==> config.mk <==
export PLATFORM = sky130hd
export DESIGN_NAME = dma_channel_sequencer_arbiter
export DESIGN_NICKNAME = d
export VERILOG_FILES = /design/src/hw/dma_seq_pkg.sv /design/src/hw/dma_channel_sequencer_arbiter.sv
export SDC_FILE = /design/constraint.sdc
export NUM_CORES = 1
export LEC_CHECK = 0
export BUFFER_PORTS_ARGS = -buffer_cell sky130_fd_sc_hd__buf_2
export CORE_ASPECT_RATIO = 1.75
export CORE_UTILIZATION = 40
export CTS_BUF_LIST = sky130_fd_sc_hd__clkbuf_8
export DETAILED_ROUTE_END_ITERATION = 8
export PLACE_DENSITY = 0.56
export SYNTH_ARGS = -nofsm -noshare
export SYNTH_HDL_FRONTEND = slang
export SYNTH_SLANG_ARGS = --single-unit
==> constraint.sdc <==
create_clock -name CLOCK -period 5.28 [get_ports CLOCK]
set_input_delay 1.584 -clock CLOCK [delete_from_list [all_inputs] [get_ports CLOCK]]
set_output_delay 1.584 -clock CLOCK [all_outputs]
set_load 0.005 [all_outputs]
==> src/hw/dma_seq_pkg.sv <==
package dma_seq_pkg;
	localparam int NUM_CH    = 4;
	localparam int CNT_W     = 16;
	localparam int DATA_W    = 32;
	localparam int ADDR_W    = 6;
	// register word indices (byte address = index * 4)
	localparam logic [ADDR_W-1:0] CTRL0_IDX  = 6'h00;  // channel_control, one per channel
	localparam logic [ADDR_W-1:0] COUNT0_IDX = 6'h04;  // transfer_count, one per channel
	localparam logic [ADDR_W-1:0] GLOBAL_IDX = 6'h08;  // global_operation_control
	localparam logic [ADDR_W-1:0] STATE_IDX  = 6'h09;  // arbiter state (read only)
	// channel_control fields
	localparam int CC_EN    = 0;
	localparam int CC_TEF   = 1;
	localparam int CC_IRQE  = 2;
	localparam int CC_BURST = 4;
	localparam int CC_SENSE = 5;
	localparam int CC_SRC_LO = 8;
	localparam int CC_SRC_W  = 4;
	// global_operation_control fields
	localparam int GC_MEN  = 0;
	localparam int GC_NONMASKABLE_ABORT_FLAG = 1;
	localparam int GC_AEF  = 2;
	localparam int GC_PRLO = 8;
	localparam int PRIO_W  = 2;
	// request source encodings
	localparam logic [3:0] SRC_AUTO   = 4'h0;
	localparam logic [3:0] SRC_EXT_MD = 4'h2;
	localparam logic [3:0] SRC_EXT_DM = 4'h3;
	localparam logic [3:0] SRC_SER0RX = 4'h4;
	localparam logic [3:0] SRC_SER0TX = 4'h5;
	localparam logic [3:0] SRC_SER1RX = 4'h6;
	localparam logic [3:0] SRC_SER1TX = 4'h7;
	localparam logic [3:0] SRC_TMR0   = 4'h8;
	localparam logic [3:0] SRC_TMR3   = 4'hB;
	// priority modes
	localparam logic [1:0] PRIO_FIX0 = 2'h0;
	localparam logic [1:0] PRIO_FIX1 = 2'h1;
	localparam logic [1:0] PRIO_RR   = 2'h2;
	localparam logic [1:0] PRIO_PIN  = 2'h3;
	// priority order packed highest first, 2 bits per channel
	localparam logic [7:0] ORDER_0321 = 8'h39;  // 0,3,2,1
	localparam logic [7:0] ORDER_1320 = 8'h78;  // 1,3,2,0
	localparam logic [7:0] ORDER_3210 = 8'hE4;  // 3,2,1,0
	localparam int UNIT_CYCLES = 2;  // cycles one unit occupies the bus
	typedef enum logic [2:0] {
		ST_IDLE = 3'b001,
		ST_MOVE = 3'b010,
		ST_DONE = 3'b100
	} seq_state_t;
endpackage

==> src/hw/dma_channel_sequencer_arbiter.sv <==
// Behaviour
// - channel runs only with enable, master enable set and end, nmi, address flags clear
// - each accepted request moves one unit and decrements its count by one
// - count reaching zero ends normally; end irq raised when irq enable set
// - address error or nonmaskable interrupt aborts the unit in progress
// - clearing channel enable or master enable aborts transfers
// - auto mode with sense select 0 requests internally as soon as the channel is permitted; with sense 1 it waits for a falling edge
// - each channel has its own four bit request source select
// - sense select 0 detects low level, 1 detects falling edge of external request
// - external encodings 0000 dual, 0010 memory to device, 0011 device to memory
// - 0100-0111 serial rx/tx channels 0,1; 1000-1011 timer channels 0-3
// - serial sources run cycle steal only; timer sources burst or cycle steal
// - on-chip request withdrawn at first unit (cycle steal) or last unit (burst)
// - requests honoured even if requester is not source or destination
// - fixed 00 ranks 0,3,2,1; fixed 01 ranks 1,3,2,0
// - round robin moves finished channel to bottom, others keep relative order
// - round robin order after reset is 0,3,2,1
// - pin round robin swaps only channels 0 and 1; 2 and 3 fixed
// - pin round robin order after reset is 3,2,1,0
// - finishing channel already lowest leaves order unchanged
// - requests during a unit wait; next choice uses the updated order
// - priority field 10 is round robin, 11 is pin round robin
// - end flag set on normal completion only; cleared by read 1 then write 0
`timescale 1ns/1ps
module dma_channel_sequencer_arbiter
	import dma_seq_pkg::*;
#(
	parameter int UNITS = UNIT_CYCLES
) (
	input  wire logic               CLOCK,            // system clock, 20 MHz
	input  wire logic               RST_B,            // synchronous reset, active low
	input  wire logic [ADDR_W-1:0]  AVS_ADDRESS,      // word index
	input  wire logic               AVS_READ,         // read strobe
	input  wire logic               AVS_WRITE,        // write strobe
	input  wire logic [DATA_W-1:0]  AVS_WRITEDATA,    // write data
	input  wire logic [3:0]         AVS_BYTEENABLE,   // byte lanes
	output logic      [DATA_W-1:0]  AVS_READDATA,     // read data
	output logic                    AVS_WAITREQUEST,  // stall, straight from a flop
	input  wire logic [NUM_CH-1:0]  EXT_REQUEST_N,    // external requests, active low pins
	input  wire logic [1:0]         SERIAL_RX_FULL_REQ,  // serial port receive full
	input  wire logic [1:0]         SERIAL_TX_EMPTY_REQ, // serial port transmit empty
	input  wire logic [3:0]         TIMER_MATCH_REQ,  // timer compare match pulses
	input  wire logic               NMI_EVENT,        // nonmaskable interrupt pulse
	input  wire logic               ADDR_ERROR,       // address error pulse from bus unit
	output logic [NUM_CH-1:0]       EXT_ACKNOWLEDGE,  // acknowledge for single address
	output logic [NUM_CH-1:0]       UNIT_GRANT,       // channel owning the current unit
	output logic                    UNIT_DIR_TO_DEV,  // single address memory to device
	output logic [NUM_CH-1:0]       TRANSFER_END_IRQ  // per channel end interrupt
);
	logic [15:0]         ctrl_r   [NUM_CH];
	logic [CNT_W-1:0]    count_r  [NUM_CH];
	logic                men_r, nonmaskable_abort_flag_r, aef_r;
	logic [PRIO_W-1:0]   prio_r, prio_last_r;
	logic [7:0]          order_r, order_nxt;
	logic [NUM_CH-1:0]   tef_seen_r, aef_seen_r, nmi_seen_r;
	logic [NUM_CH-1:0]   ext_s1_r, ext_s2_r, ext_s3_r, ext_lvl_r, ext_edge_r;
	logic [NUM_CH-1:0]   mod_pend_r;
	logic [NUM_CH-1:0]   permit, req, unit_end_ch;
	seq_state_t          state_r;
	logic [1:0]          cur_r;
	logic [$clog2(UNITS+1)-1:0] cyc_r;
	logic                wr_ok, rd_ok, abort_cur, unit_last, gnt_found;
	logic [1:0]          gnt_ch;
	logic [DATA_W-1:0]   rdata_r;

	assign wr_ok = AVS_WRITE & ~AVS_WAITREQUEST;
	assign rd_ok = AVS_READ & ~AVS_WAITREQUEST;

	// one wait state per access; low for the single cycle in which the access is taken
	always_ff @(posedge CLOCK) begin
		if (!RST_B) begin
			AVS_WAITREQUEST <= 1'b1;
		end else begin
			AVS_WAITREQUEST <= ~((AVS_READ | AVS_WRITE) & AVS_WAITREQUEST);
		end
	end

	always_ff @(posedge CLOCK) begin
		if (!RST_B) begin
			ext_s1_r <= '1;
			ext_s2_r <= '1;
			ext_s3_r <= '1;
			ext_lvl_r <= '1;
		end else begin
			ext_s1_r <= EXT_REQUEST_N;
			ext_s2_r <= ext_s1_r;
			ext_s3_r <= ext_s2_r;
			for (int i = 0; i < NUM_CH; i++) begin
				if (ext_s2_r[i] == ext_s3_r[i])
					ext_lvl_r[i] <= ext_s3_r[i];
			end
		end
	end

	genvar g;
	generate
		for (g = 0; g < NUM_CH; g++) begin : g_ch
			logic [3:0] src;
			logic       on_chip, mod_in, ext_mode, edge_fall;
			assign src = ctrl_r[g][CC_SRC_LO +: CC_SRC_W];
			assign ext_mode = (src == SRC_AUTO) || (src == SRC_EXT_MD) || (src == SRC_EXT_DM);
			assign on_chip = (src >= SRC_SER0RX) && (src <= SRC_TMR3);
			always_comb begin
				unique case (src)
					SRC_SER0RX: mod_in = SERIAL_RX_FULL_REQ[0];
					SRC_SER0TX: mod_in = SERIAL_TX_EMPTY_REQ[0];
					SRC_SER1RX: mod_in = SERIAL_RX_FULL_REQ[1];
					SRC_SER1TX: mod_in = SERIAL_TX_EMPTY_REQ[1];
					default:    mod_in = (src >= SRC_TMR0 && src <= SRC_TMR3) ?
						TIMER_MATCH_REQ[src[1:0]] : 1'b0;
				endcase
			end
			assign edge_fall = ext_lvl_r[g] & ~(ext_s2_r[g] & ext_s3_r[g]) &
				(ext_s2_r[g] == ext_s3_r[g]);
			// permission gate
			assign permit[g] = ctrl_r[g][CC_EN] & men_r & ~ctrl_r[g][CC_TEF] & ~nonmaskable_abort_flag_r &
				~aef_r;
			// edge latch and on-chip pending, cleared when consumed
			always_ff @(posedge CLOCK) begin
				if (!RST_B) begin
					ext_edge_r[g] <= 1'b0;
					mod_pend_r[g] <= 1'b0;
				end else begin
					if (edge_fall)
						ext_edge_r[g] <= 1'b1;
					else if (unit_end_ch[g])
						ext_edge_r[g] <= 1'b0;
					// withdrawal point depends on bus mode; serial forces cycle steal
					if (on_chip && mod_in)
						mod_pend_r[g] <= 1'b1;
					else if (unit_end_ch[g] && (!ctrl_r[g][CC_BURST] || src < SRC_TMR0 ||
						unit_last))
						mod_pend_r[g] <= 1'b0;
				end
			end
			// requester need not be source or destination
			always_comb begin
				if (src == SRC_AUTO && !ctrl_r[g][CC_SENSE] && ext_lvl_r[g])
					req[g] = permit[g];
				else if (ext_mode)
					req[g] = permit[g] & (ctrl_r[g][CC_SENSE] ? ext_edge_r[g] : ~ext_lvl_r[g]);
				else
					req[g] = permit[g] & mod_pend_r[g];
			end
		end
	endgenerate

	// walk the order highest first
	always_comb begin
		gnt_found = 1'b0;
		gnt_ch = 2'd0;
		for (int k = NUM_CH - 1; k >= 0; k--) begin
			if (!gnt_found && req[order_r[2*k +: 2]]) begin
				gnt_found = 1'b1;
				gnt_ch = order_r[2*k +: 2];
			end
		end
	end

	assign abort_cur = NMI_EVENT | ADDR_ERROR | ~permit[cur_r];
	assign unit_last = count_r[cur_r] == CNT_W'(1);
	always_comb begin
		unit_end_ch = '0;
		if (state_r == ST_MOVE && cyc_r == ($clog2(UNITS+1))'(UNITS - 1) && !abort_cur)
			unit_end_ch[cur_r] = 1'b1;
	end

	always_ff @(posedge CLOCK) begin
		if (!RST_B) begin
			state_r <= ST_IDLE;
			cur_r <= 2'd0;
			cyc_r <= '0;
		end else begin
			unique case (state_r)
				ST_IDLE: if (gnt_found) begin
					state_r <= ST_MOVE;
					cur_r <= gnt_ch;
					cyc_r <= '0;
				end
				ST_MOVE: if (abort_cur) begin
					state_r <= ST_IDLE;
				end else if (unit_end_ch[cur_r]) begin
					state_r <= ST_DONE;
				end else begin
					cyc_r <= cyc_r + 1'b1;
				end
				ST_DONE: state_r <= ST_IDLE;
			endcase
		end
	end

	// rotation: finished channel moves to bottom; in pin mode only channels 0 and 1 move
	always_comb begin
		logic [7:0] rest;
		int         n;
		rest = '0;
		n = 0;
		order_nxt = order_r;
		if (prio_r == PRIO_RR) begin
			for (int k = NUM_CH - 1; k >= 0; k--) begin
				if (order_r[2*k +: 2] != cur_r) begin
					rest[2*(3-n) +: 2] = order_r[2*k +: 2];
					n = n + 1;
				end
			end
			order_nxt = {rest[7:2], cur_r};
		end else if (prio_r == PRIO_PIN && cur_r[1] == 1'b0) begin
			order_nxt = {order_r[7:4], cur_r ^ 2'd1, cur_r};
		end
	end

	always_ff @(posedge CLOCK) begin
		if (!RST_B) begin
			order_r <= ORDER_0321;
			prio_last_r <= PRIO_FIX0;
		end else begin
			prio_last_r <= prio_r;
			if (prio_r != prio_last_r) begin
				unique case (prio_r)
					PRIO_FIX0: order_r <= ORDER_0321;
					PRIO_FIX1: order_r <= ORDER_1320;
					PRIO_RR:   order_r <= ORDER_0321;
					PRIO_PIN:  order_r <= ORDER_3210;
				endcase
			end else if (state_r == ST_DONE) begin
				order_r <= order_nxt;
			end
		end
	end

	// channel registers, counters and flags
	always_ff @(posedge CLOCK) begin
		if (!RST_B) begin
			for (int i = 0; i < NUM_CH; i++) begin
				ctrl_r[i] <= 16'h0000;
				count_r[i] <= '0;
			end
			tef_seen_r <= '0;
		end else begin
			for (int i = 0; i < NUM_CH; i++) begin
				if (rd_ok && AVS_ADDRESS == CTRL0_IDX + ADDR_W'(i) && ctrl_r[i][CC_TEF])
					tef_seen_r[i] <= 1'b1;
				if (wr_ok && AVS_ADDRESS == CTRL0_IDX + ADDR_W'(i) && AVS_BYTEENABLE[0]) begin
					ctrl_r[i][7:0] <= {AVS_WRITEDATA[7:2],
						ctrl_r[i][CC_TEF] & ~(tef_seen_r[i] & ~AVS_WRITEDATA[CC_TEF]),
						AVS_WRITEDATA[CC_EN]};
					if (tef_seen_r[i] & ~AVS_WRITEDATA[CC_TEF])
						tef_seen_r[i] <= 1'b0;
				end
				if (wr_ok && AVS_ADDRESS == CTRL0_IDX + ADDR_W'(i) && AVS_BYTEENABLE[1])
					ctrl_r[i][15:8] <= {4'h0, AVS_WRITEDATA[11:8]};
				if (wr_ok && AVS_ADDRESS == COUNT0_IDX + ADDR_W'(i)) begin
					if (AVS_BYTEENABLE[0])
						count_r[i][7:0] <= AVS_WRITEDATA[7:0];
					if (AVS_BYTEENABLE[1])
						count_r[i][15:8] <= AVS_WRITEDATA[15:8];
				end
				if (unit_end_ch[i]) begin
					count_r[i] <= count_r[i] - 1'b1;
					if (count_r[i] == CNT_W'(1))
						ctrl_r[i][CC_TEF] <= 1'b1;
				end
			end
		end
	end

	always_ff @(posedge CLOCK) begin
		if (!RST_B) begin
			men_r <= 1'b0;
			nonmaskable_abort_flag_r <= 1'b0;
			aef_r <= 1'b0;
			prio_r <= PRIO_FIX0;
			aef_seen_r <= '0;
			nmi_seen_r <= '0;
		end else begin
			if (rd_ok && AVS_ADDRESS == GLOBAL_IDX) begin
				aef_seen_r[0] <= aef_r;
				nmi_seen_r[0] <= nonmaskable_abort_flag_r;
			end
			if (wr_ok && AVS_ADDRESS == GLOBAL_IDX && AVS_BYTEENABLE[0]) begin
				men_r <= AVS_WRITEDATA[GC_MEN];
				if (nmi_seen_r[0] && !AVS_WRITEDATA[GC_NONMASKABLE_ABORT_FLAG])
					nonmaskable_abort_flag_r <= 1'b0;
				if (aef_seen_r[0] && !AVS_WRITEDATA[GC_AEF])
					aef_r <= 1'b0;
			end
			if (wr_ok && AVS_ADDRESS == GLOBAL_IDX && AVS_BYTEENABLE[1])
				prio_r <= AVS_WRITEDATA[GC_PRLO +: PRIO_W];
			// set wins over clear
			if (NMI_EVENT)
				nonmaskable_abort_flag_r <= 1'b1;
			if (ADDR_ERROR)
				aef_r <= 1'b1;
		end
	end

	always_ff @(posedge CLOCK) begin
		if (!RST_B) begin
			rdata_r <= '0;
		end else begin
			rdata_r <= '0;
			for (int i = 0; i < NUM_CH; i++) begin
				if (AVS_ADDRESS == CTRL0_IDX + ADDR_W'(i))
					rdata_r <= {16'h0000, ctrl_r[i]};
				if (AVS_ADDRESS == COUNT0_IDX + ADDR_W'(i))
					rdata_r <= {16'h0000, count_r[i]};
			end
			if (AVS_ADDRESS == GLOBAL_IDX)
				rdata_r <= {22'h00_0000, prio_r, 5'h00, aef_r, nonmaskable_abort_flag_r, men_r};
			if (AVS_ADDRESS == STATE_IDX)
				rdata_r <= {21'h00_0000, state_r, order_r};
		end
	end
	assign AVS_READDATA = rdata_r;

	always_ff @(posedge CLOCK) begin
		if (!RST_B) begin
			UNIT_GRANT <= '0;
			EXT_ACKNOWLEDGE <= '0;
			UNIT_DIR_TO_DEV <= 1'b0;
			TRANSFER_END_IRQ <= '0;
		end else begin
			UNIT_GRANT <= '0;
			EXT_ACKNOWLEDGE <= '0;
			if (state_r == ST_MOVE && !abort_cur) begin
				UNIT_GRANT[cur_r] <= 1'b1;
				EXT_ACKNOWLEDGE[cur_r] <=
					ctrl_r[cur_r][CC_SRC_LO +: CC_SRC_W] == SRC_EXT_MD ||
					ctrl_r[cur_r][CC_SRC_LO +: CC_SRC_W] == SRC_EXT_DM;
				UNIT_DIR_TO_DEV <= ctrl_r[cur_r][CC_SRC_LO +: CC_SRC_W] == SRC_EXT_MD;
			end
			for (int i = 0; i < NUM_CH; i++)
				TRANSFER_END_IRQ[i] <= ctrl_r[i][CC_TEF] & ctrl_r[i][CC_IRQE];
		end
	end

	property p_one_grant;
		@(posedge CLOCK) disable iff (!RST_B) $onehot0(UNIT_GRANT);
	endproperty
	a_one_grant: assert property (p_one_grant) else $error("two grants");

	property p_count_dec;
		@(posedge CLOCK) disable iff (!RST_B)
			unit_end_ch[0] && !(wr_ok && AVS_ADDRESS == COUNT0_IDX) |=>
			count_r[0] == $past(count_r[0]) - 16'h0001;
	endproperty
	a_count_dec: assert property (p_count_dec) else $error("count not decremented");

	property p_no_grant_blocked;
		@(posedge CLOCK) disable iff (!RST_B)
			state_r == ST_IDLE && gnt_found |-> permit[gnt_ch];
	endproperty
	a_no_grant_blocked: assert property (p_no_grant_blocked) else $error("blocked grant");

	property p_nmi_abort;
		@(posedge CLOCK) disable iff (!RST_B)
			state_r == ST_MOVE && NMI_EVENT |=> state_r == ST_IDLE ##1 !gnt_found;
	endproperty
	a_nmi_abort: assert property (p_nmi_abort) else $error("nmi did not abort");

	property p_rr_bottom;
		@(posedge CLOCK) disable iff (!RST_B)
			state_r == ST_DONE && prio_r == PRIO_RR && prio_last_r == PRIO_RR |=>
			order_r[1:0] == $past(cur_r);
	endproperty
	a_rr_bottom: assert property (p_rr_bottom) else $error("rotation wrong");

	property p_pin_fixed;
		@(posedge CLOCK) disable iff (!RST_B)
			prio_r == PRIO_PIN && prio_last_r == PRIO_PIN |=> order_r[7:4] == 4'hE;
	endproperty
	a_pin_fixed: assert property (p_pin_fixed) else $error("pin order moved");

	property p_end_flag;
		@(posedge CLOCK) disable iff (!RST_B)
			unit_end_ch[1] && count_r[1] == 16'h0001 |=> ctrl_r[1][CC_TEF];
	endproperty
	a_end_flag: assert property (p_end_flag) else $error("end flag missing");

	property p_fixed_order;
		@(posedge CLOCK) disable iff (!RST_B)
			prio_r == PRIO_FIX1 && prio_last_r == PRIO_FIX1 |=> order_r == ORDER_1320;
	endproperty
	a_fixed_order: assert property (p_fixed_order) else $error("fixed order wrong");
endmodule

# Word-level counts from Yosys, hierarchy flattened
# Memory sizes are Yosys's and may differ from the RTL's. A register that Yosys moved wholly into a read port is not among the register bits.
# Cells that the tools add are included.
[word_totals]
regBits = 98
n_memories = 2
wordCells = 612
ram_bits = 112
[op_classes]
n_lt_le_gt_ge = 26
n_shift = 6
n_eq_ne = 60
n_addsub = 13
reduce_logical = 126
n_mux = 235
bitwise_logic = 108
[memory_table]
columns = ["name", "words", "width", "read_ports", "rd_clocked_by_memory_dff", "wr", "line_no", "rtl"]
rows = [
  ["count_r", 4, 16, 5, 1, 4, "dma_channel_sequencer_arbiter.sv:51", "logic [CNT_W-1:0] count_r [NUM_CH];"],
  ["ctrl_r", 4, 12, 5, 1, 4, "dma_channel_sequencer_arbiter.sv:50", "logic [15:0] ctrl_r [NUM_CH];"],
]
[ops]
columns = ["op", "count"]
rows = [
  ["$mux 8", 28],
  ["$mux 31", 5],
  ["$mux 1", 149],
  ["$mux 16", 8],
  ["$neg 32->33", 3],
  ["$shift 2x33->8 const A", 3],
  ["$shiftx 2x33->8", 3],
  ["$sub 3x31->31 const A", 3],
  ["$eq 16x1->1 const B", 5],
  ["$eq 4x3->1 const B", 16],
  ["$sub 16x1->16 const B", 4],
  ["$add 31x2->31 const B", 2],
  ["$logic_and 1x1->1", 62],
  ["$and 1x1->1", 51],
  ["$eq 4x2->1 const B", 10],
  ["$or 1x1->1", 31],
  ["$reduce_bool 2->1", 15],
  ["$lt 2x3->1 const B", 9],
  ["$mux 2", 13],
  ["$not 1->1", 25],
  ["$bwmux 8", 3],
  ["$eq 6x3->1 const B", 4],
  ["$mux 4", 6],
  ["$pmux 8 s3", 1],
  ["other kinds (37)", 115],
]

# Depth between registers and ports, before layout
# Gate-level depths: netlist (run 1).
# An unclocked memory read counts as a cell.
[depth]
ltp_word = 23
depth_mapped = 18

# Least setup slack after synthesis (run 1)
# OpenSTA, ideal clock, no wires.
[synth_timing]
path_type = "flip-flop to flip-flop"
start = "reg cur_r[1]"
end = "reg order_r[2]"
required_time_ns = 5.215
t_arrival_ns = 3.622
path_slack_ns = 1.592
path_buffers = 2
path_stages_with_launch = 19
period_less_slack_ns = 3.688
path_cell_list = "dfxtp_1 > clkbuf_1 > buf_1 > xnor2_1 > nand2_1 > inv_1 > fa_1 > inv_1 > ha_1 > inv_1 > ha_1 > nor4_1 > o2111ai_1 > or2_2 > mux2i_1 > a21oi_1 > a211oi_1 > a21oi_1 > nor2_1"
[synth_between]
elab_chain_len = 17
[synth_rtl]
columns = ["element", "line_no", "rtl"]
rows = [
  ["from (decl)", "dma_channel_sequencer_arbiter.sv:60", "logic [1:0] cur_r;"],
  ["from (signal assigned)", "dma_channel_sequencer_arbiter.sv:177", "cur_r <= gnt_ch;"],
  ["$ne 2x2->1", "dma_channel_sequencer_arbiter.sv:201", "if (order_r[2*k +: 2] != cur_r) begin"],
  ["$mux 1", "dma_channel_sequencer_arbiter.sv:201", ""],
  ["$mux 31", "dma_channel_sequencer_arbiter.sv:199", "if (prio_r == PRIO_RR) begin"],
  ["$add 31x2->31 / $sub 3x31->31 (equally long branches)", "dma_channel_sequencer_arbiter.sv:203, dma_channel_sequencer_arbiter.sv:202", ""],
  ["$mux 31 / $neg 32->33 (equally long branches)", "dma_channel_sequencer_arbiter.sv:201, dma_channel_sequencer_arbiter.sv:202", ""],
  ["$mux 31 (tied with other cells)", "dma_channel_sequencer_arbiter.sv:199", ""],
  ["$add 31x2->31 (tied with other cells)", "dma_channel_sequencer_arbiter.sv:203", "n = n + 1;"],
  ["$mux 31 (tied with other cells)", "dma_channel_sequencer_arbiter.sv:201", ""],
  ["$mux 31 (tied with other cells)", "dma_channel_sequencer_arbiter.sv:199", ""],
  ["$sub 3x31->31 / $bwmux 8 (equally long branches)", "dma_channel_sequencer_arbiter.sv:202", "rest[2*(3-n) +: 2] = order_r[2*k +: 2];"],
  ["$neg 32->33 / $mux 8 (equally long branches)", "dma_channel_sequencer_arbiter.sv:202, dma_channel_sequencer_arbiter.sv:201", ""],
  ["$shiftx 2x33->8 (tied with other cells)", "dma_channel_sequencer_arbiter.sv:202", ""],
  ["$bwmux 8", "dma_channel_sequencer_arbiter.sv:202", ""],
  ["$mux 8", "dma_channel_sequencer_arbiter.sv:201", ""],
  ["$mux 8", "dma_channel_sequencer_arbiter.sv:199", ""],
  ["$mux 8", "dma_channel_sequencer_arbiter.sv:225", "end else if (state_r == ST_DONE) begin"],
  ["$mux 8", "dma_channel_sequencer_arbiter.sv:218", "if (prio_r != prio_last_r) begin"],
  ["to (signal assigned)", "dma_channel_sequencer_arbiter.sv:226", "order_r <= order_nxt;"],
  ["to (decl)", "dma_channel_sequencer_arbiter.sv:54", "logic [7:0] order_r, order_nxt;"],
]
# Several ways; a longest one is shown, not always the timed one. The select of a mux whose other input is x is not followed.
# A chain may end at the register's enable or synchronous reset.

# Worst setup path after layout (run 1)
# Same ends and word-level chain as after synthesis.

==> out/results.ini, run 1 <==
[route]
drt-initial-drc-count = 928
drtAntennaViolNets = 0
via_per_inst = 5.97
wire_per_inst_um = 24.4
dr.pass1.iters = 5
vias = 10000
drc_errors = 0
drt_wl_total_mm = 41.1

[timing]
relSlewSlack_pct = 32.2
rsz0062_at_grt = false
setup-tns-final_ns = 0
worst_pin_slew_ns = 1.01
finalClockSkew_ns = 0.0155
setup_viol = 0
layout_setup_ws_ns = 1.05
post-route-period-util_pct = 80.1
fmax_mhz = 237
finalHoldViolations = 0
finalMaxSlewViolations = 0
min_period_ns = 4.23
fin_hold_ws_ns = 0.411

[power_and_ir_drop]
power.internal_mw = 2.24
power.density_nw_per_um2 = 240
pwr-share-comb_pct = 8.3
clkPwrFrac_pct = 35.6
p_leak_nw = 4.73
vdd_ir_drop_max_mv = 0.182
p_sw_uw = 814
switching_share_pct = 26.6
power_frac_seq_pct = 56.1

[global_route]
grt_max_degree = 39
antenna_found_initial = 0
grt_pass1_wl_mm = 60.5
grt_pass1_vias = 9780
globalRouteTotalUtil_pct = 27.7
overflow = 0

[floorplanning]
die_x_um = 131
fp.dieArea_um2 = 29900
initial_core_util_pct = 40.8
rows = 82
die_h_um = 228
boundaryPins = 106
core_um2 = 28600

[setup_path]
crit_type = flip-flop to flip-flop
end_kind = flip-flop
critical_path.cell_chain = xnor2_1 -> nand2_1 -> inv_1 -> fa_1 -> nor2_1 -> inv_1 -> ha_1 -> nor4_1 -> o2111ai_1 -> or2_2 -> mux2i_1 -> a21oi_1 -> a211oi_1 -> a21oi_1 -> nor2_1
worstSetupStartpointType = flip-flop
worstPathRequired_ns = 5.73
path_max_fanout = 16
slowest_delay_ns = 0.85
cp_slowest_cell = dfxtp_1
critPathArrivalTime_ns = 4.67
crit_buf_inv = 2
timing.critical_path.max_delay_family = simple AND/OR/NAND/NOR gates

[clock_tree]
cts.sink_count = 196
postCtsSetupBuffers = 0
clkSlewWorstSetupHoldPaths_ns = 0.11
clk_latency_ns = 0.52
hold_buffers = 0
cts_resized = 0
tritoncts = yes
cts_buffers = 17
htreeDepth = 4
cts_buffer_depth = 2
cts-root-buf = clkbuf_8

[hold_path]
hold_path.class = flip-flop to flip-flop

[yosys]
synthAdderAreaFrac_pct = 3.60
netlist_instances = 1246
ys_top_cells_by_area = edfxtp_1 29%, dfxtp_1 14%, nand2_1 3.9%
ys_types = 85
synth_simple_gate_area_share_pct = 23.6
syn_avg_cell_area_um2 = 9.37
synth_area_leader_cell = edfxtp_1
synth_top_family_by_area = simple AND/OR/NAND/NOR gates
yosysWarnings = 0
synth-seq-cells = 196
synth-edff-count = 112
synthMuxAreaShare_pct = 5.89
syn_area_um2 = 11700
synth_top_area_share_pct = 28.8
ys.flop_type = edfxtp_1
async_flop_share_pct = 0
synth_xor_area_share_pct = 4.65
synth_compound_area_share_pct = 14.2
seq_area_frac_synth_pct = 43.2

[layout]
regArea_um2 = 5040
multi_input_area_um2 = 6130
mostFrequentLayoutCells = 122 x nand2_1, 112 x edfxtp_1, 97 x nor2_1
fin_util_pct = 44.5
fillers = 2859
drive_above_1_share_pct = 13.6
nets = 1384
layout_commonest_cell = nand2_1
insertedDiodeCount = 0
syn_to_final_growth_pct = 9.22
final_area_um2 = 12700

[place]
gp_congestion = 0.923
post_dp_cell_area_um2 = 12300
port_buffers = 71
preCtsSetupSlack_ns = 1.03
dpl.hpwl_mm = 30.8

[status]
outcome = completed

[run]
cap_violations = 0

-- sequential cells by signal (all words and copies together) (netlist names), 2 cells and up, named ones only --
name	cells
AVS_READDATA	16
EXT_ACKNOWLEDGE	4
TRANSFER_END_IRQ	4
UNIT_GRANT	4
count_r	64
ctrl_r	48
cur_r	2
cyc_r	2
ext_edge_r	4
ext_lvl_r	4
ext_s1_r	4
ext_s2_r	4
ext_s3_r	4
mod_pend_r	4
order_r	8
prio_last_r	2
prio_r	2
state_r	3
tef_seen_r	4
-- synthesized netlist by cell type, drive strengths merged, types with 3 or more instances --
cell,n
xor2,16
nand4,12
edfxtp,112
nor4,21
and4,4
nor4b,4
a31oi,12
o31ai,9
nand3b,14
mux4,12
nand2,122
a21o,4
and2,37
or4,6
ha,32
dfxtp,84
a211o,4
or3b,3
mux2,6
mux2i,35
nor3,35
o311a,3
clkbuf,43
a22o,6
nand3,73
a311oi,6
o22ai,8
nor2,97
or2,10
a221oi,9
inv,38
nor2b,8
and3,29
buf,40
a21oi,34
nor3b,8
a211oi,6
xnor2,46
o21ai,102
a31o,6
o211ai,7
a22oi,10
or3,5
nand2b,34
o41ai,3
-- power groups by stage --
stage	clock, mW	sequential (mW)	combinational [mW]
2_1_floorplan	0	1.72	0.158
3_3_place_gp	0	1.75	0.249
3_5_place_dp	0	1.75	0.251
4_1_cts	1.11	1.71	0.252
5_1_grt	1.16	1.72	0.273
6_report	1.09	1.71	0.255
-- metrics by stage --
step	power, mW	std cells
CTS	3.08	1682
floorplan	1.88	1261
global route	3.15	1682
detailed placement	2.00	1650
global placement	2.00	1650
finish	3.06	1682
-- final timing paths --
path / from / endpoint / slack (ns) / cells past startpoint
worst max register to register: cur_r[1]$_SDFFE_PN0P_ / order_r[2]$_SDFFE_PN0P_ / 1.05 / 15
worst min register to register: ext_s1_r[1]$_SDFF_PN1_ / ext_s2_r[1]$_SDFF_PN1_ / 0.41 / 1
worst max-delay path: cur_r[1]$_SDFFE_PN0P_ / order_r[2]$_SDFFE_PN0P_ / 1.05 / 15
worst min-delay path: ext_s1_r[1]$_SDFF_PN1_ / ext_s2_r[1]$_SDFF_PN1_ / 0.41 / 1
-- kinds of logic (layout without fill, tap and decap cells) --
group / count (synthesis) / in the layout
AOI/OAI and AO/OA: 254 / 254
xor gates and xnor gates: 62 / 62
adders and majority gates: 33 / 33
buffers and inverters: 123 / 166
DFF: 196 / 196
muxes: 53 / 53
other: 1 / 16
and+or+nand+nor: 524 / 524
-- final cells by class --
class | count | share of cell area, %
clock buffer | 17 | 1.84
clock inverter | 15 | 1.52
inverter | 40 | 1.18
multi-input combinational | 942 | 48.0
sequential | 196 | 39.6
tap | 378 | 3.71
timing repair buffer | 94 | 4.14
-- per-layer routing --
metal	wire length (um)	vias to the layer above	track usage (%)
li1	-	4603	-
met2	21200	376	48.8
met4	3450	0	23.8
met5	0	-	0
met3	1560	141	3.49
met1	14900	4920	29.1
Power figures use the tool's default switching activity.
==> run 2, diff against run 1 <==
Settings changed: PLACE_DENSITY 0.56 to 0.59.
Clock period 5.28 ns to 3.5 ns, I/O delays scaled along.
==> run 2 against run 1 <==
Effect of this change:
- hold slack better by 0.0051 ns
- wire length up 0.20%
- clock skew is 0.0014 ns higher
- core utilization is 1.6 points higher
- first-iteration DRC count fell by 8.9%
- final area is 3.5% higher
- largest power group unchanged
- highest routed layer unchanged
==> out/results.ini, run 2 (synthesis results as in run 1) <==
[status]
outcome = completed  ; unchanged

[place]
post_dp_cell_area_um2 = 12800  ; was 12300 um2
dpl.hpwl_mm = 31.7  ; was 30.8 mm
port_buffers = 71  ; unchanged
gp_congestion = 0.943  ; was 0.923

[setup_path]
crit_type = flip-flop to flip-flop  ; unchanged
worstSetupStartpointType = flip-flop  ; unchanged
path_max_fanout = 5  ; was 16
end_kind = flip-flop  ; unchanged
worstPathRequired_ns = 3.88  ; was 5.73 ns
critPathArrivalTime_ns = 3.76  ; was 4.67 ns

[clock_tree]
cts_buffers = 17  ; unchanged
hold_buffers = 0  ; unchanged
clkSlewWorstSetupHoldPaths_ns = 0.10  ; was 0.11 ns
cts-root-buf = clkbuf_8  ; unchanged
clk_latency_ns = 0.52  ; about the same
htreeDepth = 4  ; unchanged
cts.sink_count = 196  ; unchanged
tritoncts = yes  ; unchanged
postCtsSetupBuffers = 0  ; unchanged
cts_buffer_depth = 2  ; unchanged

[hold_path]
hold_path.class = flip-flop to flip-flop  ; unchanged

[global_route]
globalRouteTotalUtil_pct = 28.0  ; was 27.7%
overflow = 0  ; unchanged
grt_max_degree = 44  ; was 39
antenna_found_initial = 0  ; unchanged
grt_pass1_wl_mm = 61.3  ; was 60.5 mm
grt_pass1_vias = 10200  ; was 9780

[route]
wire_per_inst_um = 23.7  ; was 24.4 um
vias = 10300  ; was 10000
dr.pass1.iters = 5  ; unchanged
via_per_inst = 5.91  ; was 5.97
drt_wl_total_mm = 41.2  ; was 41.1 mm
drtAntennaViolNets = 0  ; unchanged
drc_errors = 0  ; unchanged
drt-initial-drc-count = 845  ; was 928

[layout]
regArea_um2 = 5050  ; was 5040 um2
drive_above_1_share_pct = 18.4  ; was 13.6%
insertedDiodeCount = 0  ; unchanged
max_flop_register = count_r  ; unchanged
mostFrequentLayoutCells = 122 x nand2_1, 112 x edfxtp_1, 96 x nor2_1  ; was 122 x nand2_1, 112 x edfxtp_1, 97 x nor2_1
fillers = 2784  ; was 2859
layout_commonest_cell = nand2_1  ; unchanged
final_area_um2 = 13200  ; was 12700 um2
multi_input_area_um2 = 6190  ; was 6130 um2
largest_register_ffs = 64  ; unchanged
nets = 1441  ; was 1384
syn_to_final_growth_pct = 13.1  ; was 9.22%

[timing]
finalMaxSlewViolations = 0  ; unchanged
relSlewSlack_pct = 50.5  ; was 32.2%
finalHoldViolations = 0  ; unchanged
fin_hold_ws_ns = 0.416  ; was 0.411 ns
setup-tns-final_ns = 0  ; unchanged
setup_viol = 0  ; unchanged
post-route-period-util_pct = 96.3  ; was 80.1%
worst_pin_slew_ns = 0.723  ; was 1.01 ns
min_period_ns = 3.37  ; was 4.23 ns
finalClockSkew_ns = 0.0169  ; was 0.0155 ns
fmax_mhz = 297  ; was 237 MHz

[power_and_ir_drop]
power.density_nw_per_um2 = 333  ; was 240 nW/um2
vdd_ir_drop_max_mv = 0.259  ; was 0.182 mV
total_power_mw = 4.40  ; was 3.06 mW
p_leak_nw = 5.01  ; was 4.73 nW

[floorplanning]
boundaryPins = 106  ; unchanged
rows = 82  ; unchanged
initial_core_util_pct = 40.8  ; unchanged
die_h_um = 228  ; unchanged
fp.dieArea_um2 = 29900  ; unchanged
core_um2 = 28600  ; unchanged
die_x_um = 131  ; unchanged

[run]
cap_violations = 0  ; unchanged

==> run 2: cell type report <==
cell class	instances	share of cell area (%)
clock inverter	15	0.901
tap	378	3.58
inverter	40	1.14
clock buffer	17	1.77
multi-input combinational	942	46.9
sequential	196	38.3
timing repair buffer	151	7.43
==> run 2: what timing repair did <==
action	4_1_cts	5_1_grt
endpoints found under the hold margin	0	0
pin swaps	0	8
setup endpoints to repair	2	6
gates resized for setup	2	18
gates cloned	0	0
==> run 2: metrics by stage <==
step / utilization (%) / cells / setup WS [ns]
3_3_place_gp: 44.6 / 1707 / 0.0124
6_report: 46.1 / 1739 / 0.129
3_5_place_dp: 44.6 / 1707 / -0.0522
5_1_grt: 46.1 / 1739 / -0.0258
2_1_floorplan: - / 1261 / 0.0270
4_1_cts: 45.9 / 1739 / 0.00643
==> run 2: worst max-delay path, cell delays in order, from the launching register on <==
cell and delay [ns]:
dfxtp_4 0.39, xnor2_2 0.13, nand2_1 0.10, inv_2 0.06
fa_2 0.58, inv_2 0.05, ha_2 0.17, inv_2 0.06
ha_4 0.20, nor4_4 0.29, o2111ai_2 0.17, or2_4 0.28
buf_4 0.13, nor2_1 0.09, a21oi_1 0.05, o31ai_1 0.27
a22o_1 0.17, nand2_1 0.05
==> run 2: final timing paths <==
path	start	to	slack [ns]	cells past startpoint
setup / recovery	cur_r[1]$_SDFFE_PN0P_	order_r[3]$_SDFFE_PN1P_	0.13	17
hold / removal	ext_s1_r[1]$_SDFF_PN1_	ext_s2_r[1]$_SDFF_PN1_	0.42	1
setup reg to reg	cur_r[1]$_SDFFE_PN0P_	order_r[3]$_SDFFE_PN1P_	0.13	17
hold reg to reg	ext_s1_r[1]$_SDFF_PN1_	ext_s2_r[1]$_SDFF_PN1_	0.42	1
==> run 2: where the power goes <==
part,switching (mW),internal [mW],total [mW]
registers,0.0885,2.49,2.58
clock network,0.906,0.510,1.42
logic,0.253,0.148,0.402
total,1.25,3.15,4.40
==> run 2: layer usage <==
metal | share of wire [%] | vias to the layer above | global-route usage, %
li1 | - | 4713 | -
met1 | 34 | 4907 | 28.2
met2 | 52 | 483 | 50.8
met5 | 0 | - | 0
met3 | 4.9 | 169 | 3.64
met4 | 8.9 | 0 | 23.3
==> run 3, diff against run 2 <==
Settings changed: CELL_PAD_IN_SITES_DETAIL_PLACEMENT from default to 1, CELL_PAD_IN_SITES_GLOBAL_PLACEMENT from default to 1, CORE_UTILIZATION 40 to 43, PLACE_DENSITY 0.59 to 0.77.
==> run 3 against run 2 <==
Effect of this change:
- flip-flop and latch count stayed put
- register-to-register slack better by 0.14 ns
- sequential power hardly changed
- combinational power is 1% higher
- via count is 1.5% higher
- non-clock buffer count is 13 lower
- clock skew is 0.011 ns higher
- hold slack better by 0.0037 ns
- critical path depth is 2 lower
- sequential share of layout area is 0.47 points higher
- maximum frequency is 4.4% higher
==> out/results.ini, run 3 (synthesis results as in run 1) <==
[status]
outcome = completed  ; unchanged

[floorplanning]
boundaryPins = 106  ; unchanged
die_h_um = 220  ; was 228 um
die_x_um = 127  ; was 131 um
core_um2 = 26600  ; was 28600 um2
fp.dieArea_um2 = 27800  ; was 29900 um2
rows = 79  ; was 82
initial_core_util_pct = 43.9  ; was 40.8%

[timing]
relSlewSlack_pct = 44.5  ; was 50.5%
fin_hold_ws_ns = 0.420  ; was 0.416 ns
rsz0062_at_grt = false
min_period_ns = 3.23  ; was 3.37 ns
post-route-period-util_pct = 92.2  ; was 96.3%
finalMaxSlewViolations = 0  ; unchanged
fmax_mhz = 310  ; was 297 MHz
finalClockSkew_ns = 0.0275  ; was 0.0169 ns
worst_pin_slew_ns = 0.831  ; was 0.723 ns
finalHoldViolations = 0  ; unchanged
setup_viol = 0  ; unchanged
layout_setup_ws_ns = 0.272  ; was 0.129 ns
setup-tns-final_ns = 0  ; unchanged

[power_and_ir_drop]
p_leak_nw = 4.93  ; was 5.01 nW
vdd_ir_drop_max_mv = 0.244  ; was 0.259 mV
total_power_mw = 4.53  ; was 4.40 mW
power.density_nw_per_um2 = 347  ; was 333 nW/um2

[layout]
max_flop_register = count_r  ; unchanged
mostFrequentLayoutCells = 122 x nand2_1, 112 x edfxtp_1, 96 x nor2_1  ; unchanged
drive_above_1_share_pct = 17.1  ; was 18.4%
largest_register_ffs = 64  ; unchanged
nets = 1428  ; was 1441
syn_to_final_growth_pct = 11.7  ; was 13.1%
layout_commonest_cell = nand2_1  ; unchanged
final_area_um2 = 13000  ; was 13200 um2

[hold_path]
hold_depth = 1  ; unchanged
holdPathEnd = ext_s2_r[3]$_SDFF_PN1_  ; was ext_s2_r[1]$_SDFF_PN1_
hold_path.class = flip-flop to flip-flop  ; unchanged
hp-start = ext_s1_r[3]$_SDFF_PN1_  ; was ext_s1_r[1]$_SDFF_PN1_

[place]
preCtsSetupSlack_ns = -0.0507  ; was -0.0522 ns
dpl.hpwl_mm = 32.8  ; was 31.7 mm
post_dp_cell_area_um2 = 12600  ; was 12800 um2
gp_congestion = 0.980  ; was 0.943
port_buffers = 71  ; unchanged

[clock_tree]
cts_buffer_depth = 2  ; unchanged
cts-root-buf = clkbuf_8  ; unchanged
cts_buffers = 17  ; unchanged
cts.sink_count = 196  ; unchanged
htreeDepth = 4  ; unchanged
tritoncts = yes  ; unchanged
clk_latency_ns = 0.55  ; was 0.52 ns
hold_buffers = 0  ; unchanged
clkSlewWorstSetupHoldPaths_ns = 0.11  ; was 0.10 ns
postCtsSetupBuffers = 0  ; unchanged

[route]
drt_wl_total_mm = 42.8  ; was 41.2 mm
drtAntennaViolNets = 0  ; unchanged
drt-initial-drc-count = 717  ; was 845
wire_per_inst_um = 25.6  ; was 23.7 um
drc_errors = 0  ; unchanged
via_per_inst = 6.23  ; was 5.91
vias = 10400  ; was 10300
dr.pass1.iters = 6  ; was 5

[setup_path]
r2r.worst_path.cells = 15  ; was 17
r2r_slack_ns = 0.27  ; was 0.13 ns
worstReg2RegEnd = order_r[2]$_SDFFE_PN0P_  ; was order_r[3]$_SDFFE_PN1P_
end_kind = flip-flop  ; unchanged
regToRegStartpoint = cur_r[0]$_SDFFE_PN0P_  ; was cur_r[1]$_SDFFE_PN0P_
critPathArrivalTime_ns = 3.70  ; was 3.76 ns
path_max_fanout = 7  ; was 5
slowest_delay_ns = 0.39  ; was 0.58 ns
cp_slowest_cell = dfxtp_4  ; was fa_2
worstSetupStartpointType = flip-flop  ; unchanged
timing.critical_path.max_delay_family = simple AND/OR/NAND/NOR gates  ; was adder cells
crit_type = flip-flop to flip-flop  ; unchanged
worstPathRequired_ns = 3.98  ; was 3.88 ns
crit_buf_inv = 2  ; was 4
critical_path.cell_chain = xnor2_1 -> nand2_1 -> buf_4 -> ha_1 -> nand3_2 -> inv_1 -> ha_1 -> nor4_4 -> o2111ai_2 -> or2_4 -> mux2i_2 -> a21oi_1 -> a211oi_1 -> a21oi_1 -> nor2_1  ; was xnor2_2 -> nand2_1 -> inv_2 -> fa_2 -> inv_2 -> ha_2 -> inv_2 -> ha_4 -> nor4_4 -> o2111ai_2 -> or2_4 -> buf_4 -> nor2_1 -> a21oi_1 -> o31ai_1 -> a22o_1 -> nand2_1

[global_route]
grt_pass1_vias = 10700  ; was 10200
overflow = 0  ; unchanged
globalRouteTotalUtil_pct = 32.1  ; was 28.0%
grt_max_degree = 48  ; was 44
antenna_found_initial = 0  ; unchanged
grt_pass1_wl_mm = 64.4  ; was 61.3 mm

[run]
cap_violations = 0  ; unchanged

==> run 3: how the worst max path moves through the flow <==
stage | start | endpoint | slack, ns | cells past startpoint
4_1_cts | cur_r[1]$_SDFFE_PN0P_ | order_r[2]$_SDFFE_PN0P_ | 0.01 | 15
3_5_place_dp | cur_r[1]$_SDFFE_PN0P_ | order_r[2]$_SDFFE_PN0P_ | -0.05 | 15
2_1_floorplan | cur_r[1]$_SDFFE_PN0P_ | order_r[2]$_SDFFE_PN0P_ | 0.03 | 18
3_3_place_gp | cur_r[1]$_SDFFE_PN0P_ | order_r[2]$_SDFFE_PN0P_ | 0.07 | 15
5_1_grt | cur_r[0]$_SDFFE_PN0P_ | order_r[2]$_SDFFE_PN0P_ | 0.05 | 15
6_report | cur_r[0]$_SDFFE_PN0P_ | order_r[2]$_SDFFE_PN0P_ | 0.27 | 15
==> run 3: stage by stage <==
stage	utilization, %	cells
after floorplan	-	1261
after global placement	47.4	1640
after detailed placement	47.4	1640
after CTS	48.9	1672
after global routing	49.0	1672
final	49.0	1673
==> run 3: timing repair <==
action	CTS	global route
pin swaps	0	3
setup endpoints to repair	2	4
resized for setup	2	11
==> run 3: power breakdown <==
group | switching (mW) | total [mW] | internal [mW]
Sequential | 0.0870 | 2.58 | 2.49
Clock | 0.914 | 1.54 | 0.622
Combinational | 0.266 | 0.408 | 0.142
Total | 1.27 | 4.53 | 3.26
==> run 3: cell type report <==
| class | count | area, um2 |
|---|---|---|
| fill | 3083 | 13500 |
| clock buffer | 19 | 262 |
| multi-input combinational | 942 | 6160 |
| antenna | 1 | 2.50 |
| timing repair buffer | 138 | 871 |
| tap | 324 | 405 |
| sequential | 196 | 5050 |
| clock inverter | 13 | 134 |
| inverter | 40 | 150 |
==> run 3: per-layer routing <==
metal	global-route usage (%)	vias to the layer above	wire length [um]
met1	32.2	5197	15100
li1	-	4691	-
met3	5.78	174	2020
met5	0	-	0
met2	56.8	364	21900
met4	28.5	0	3850
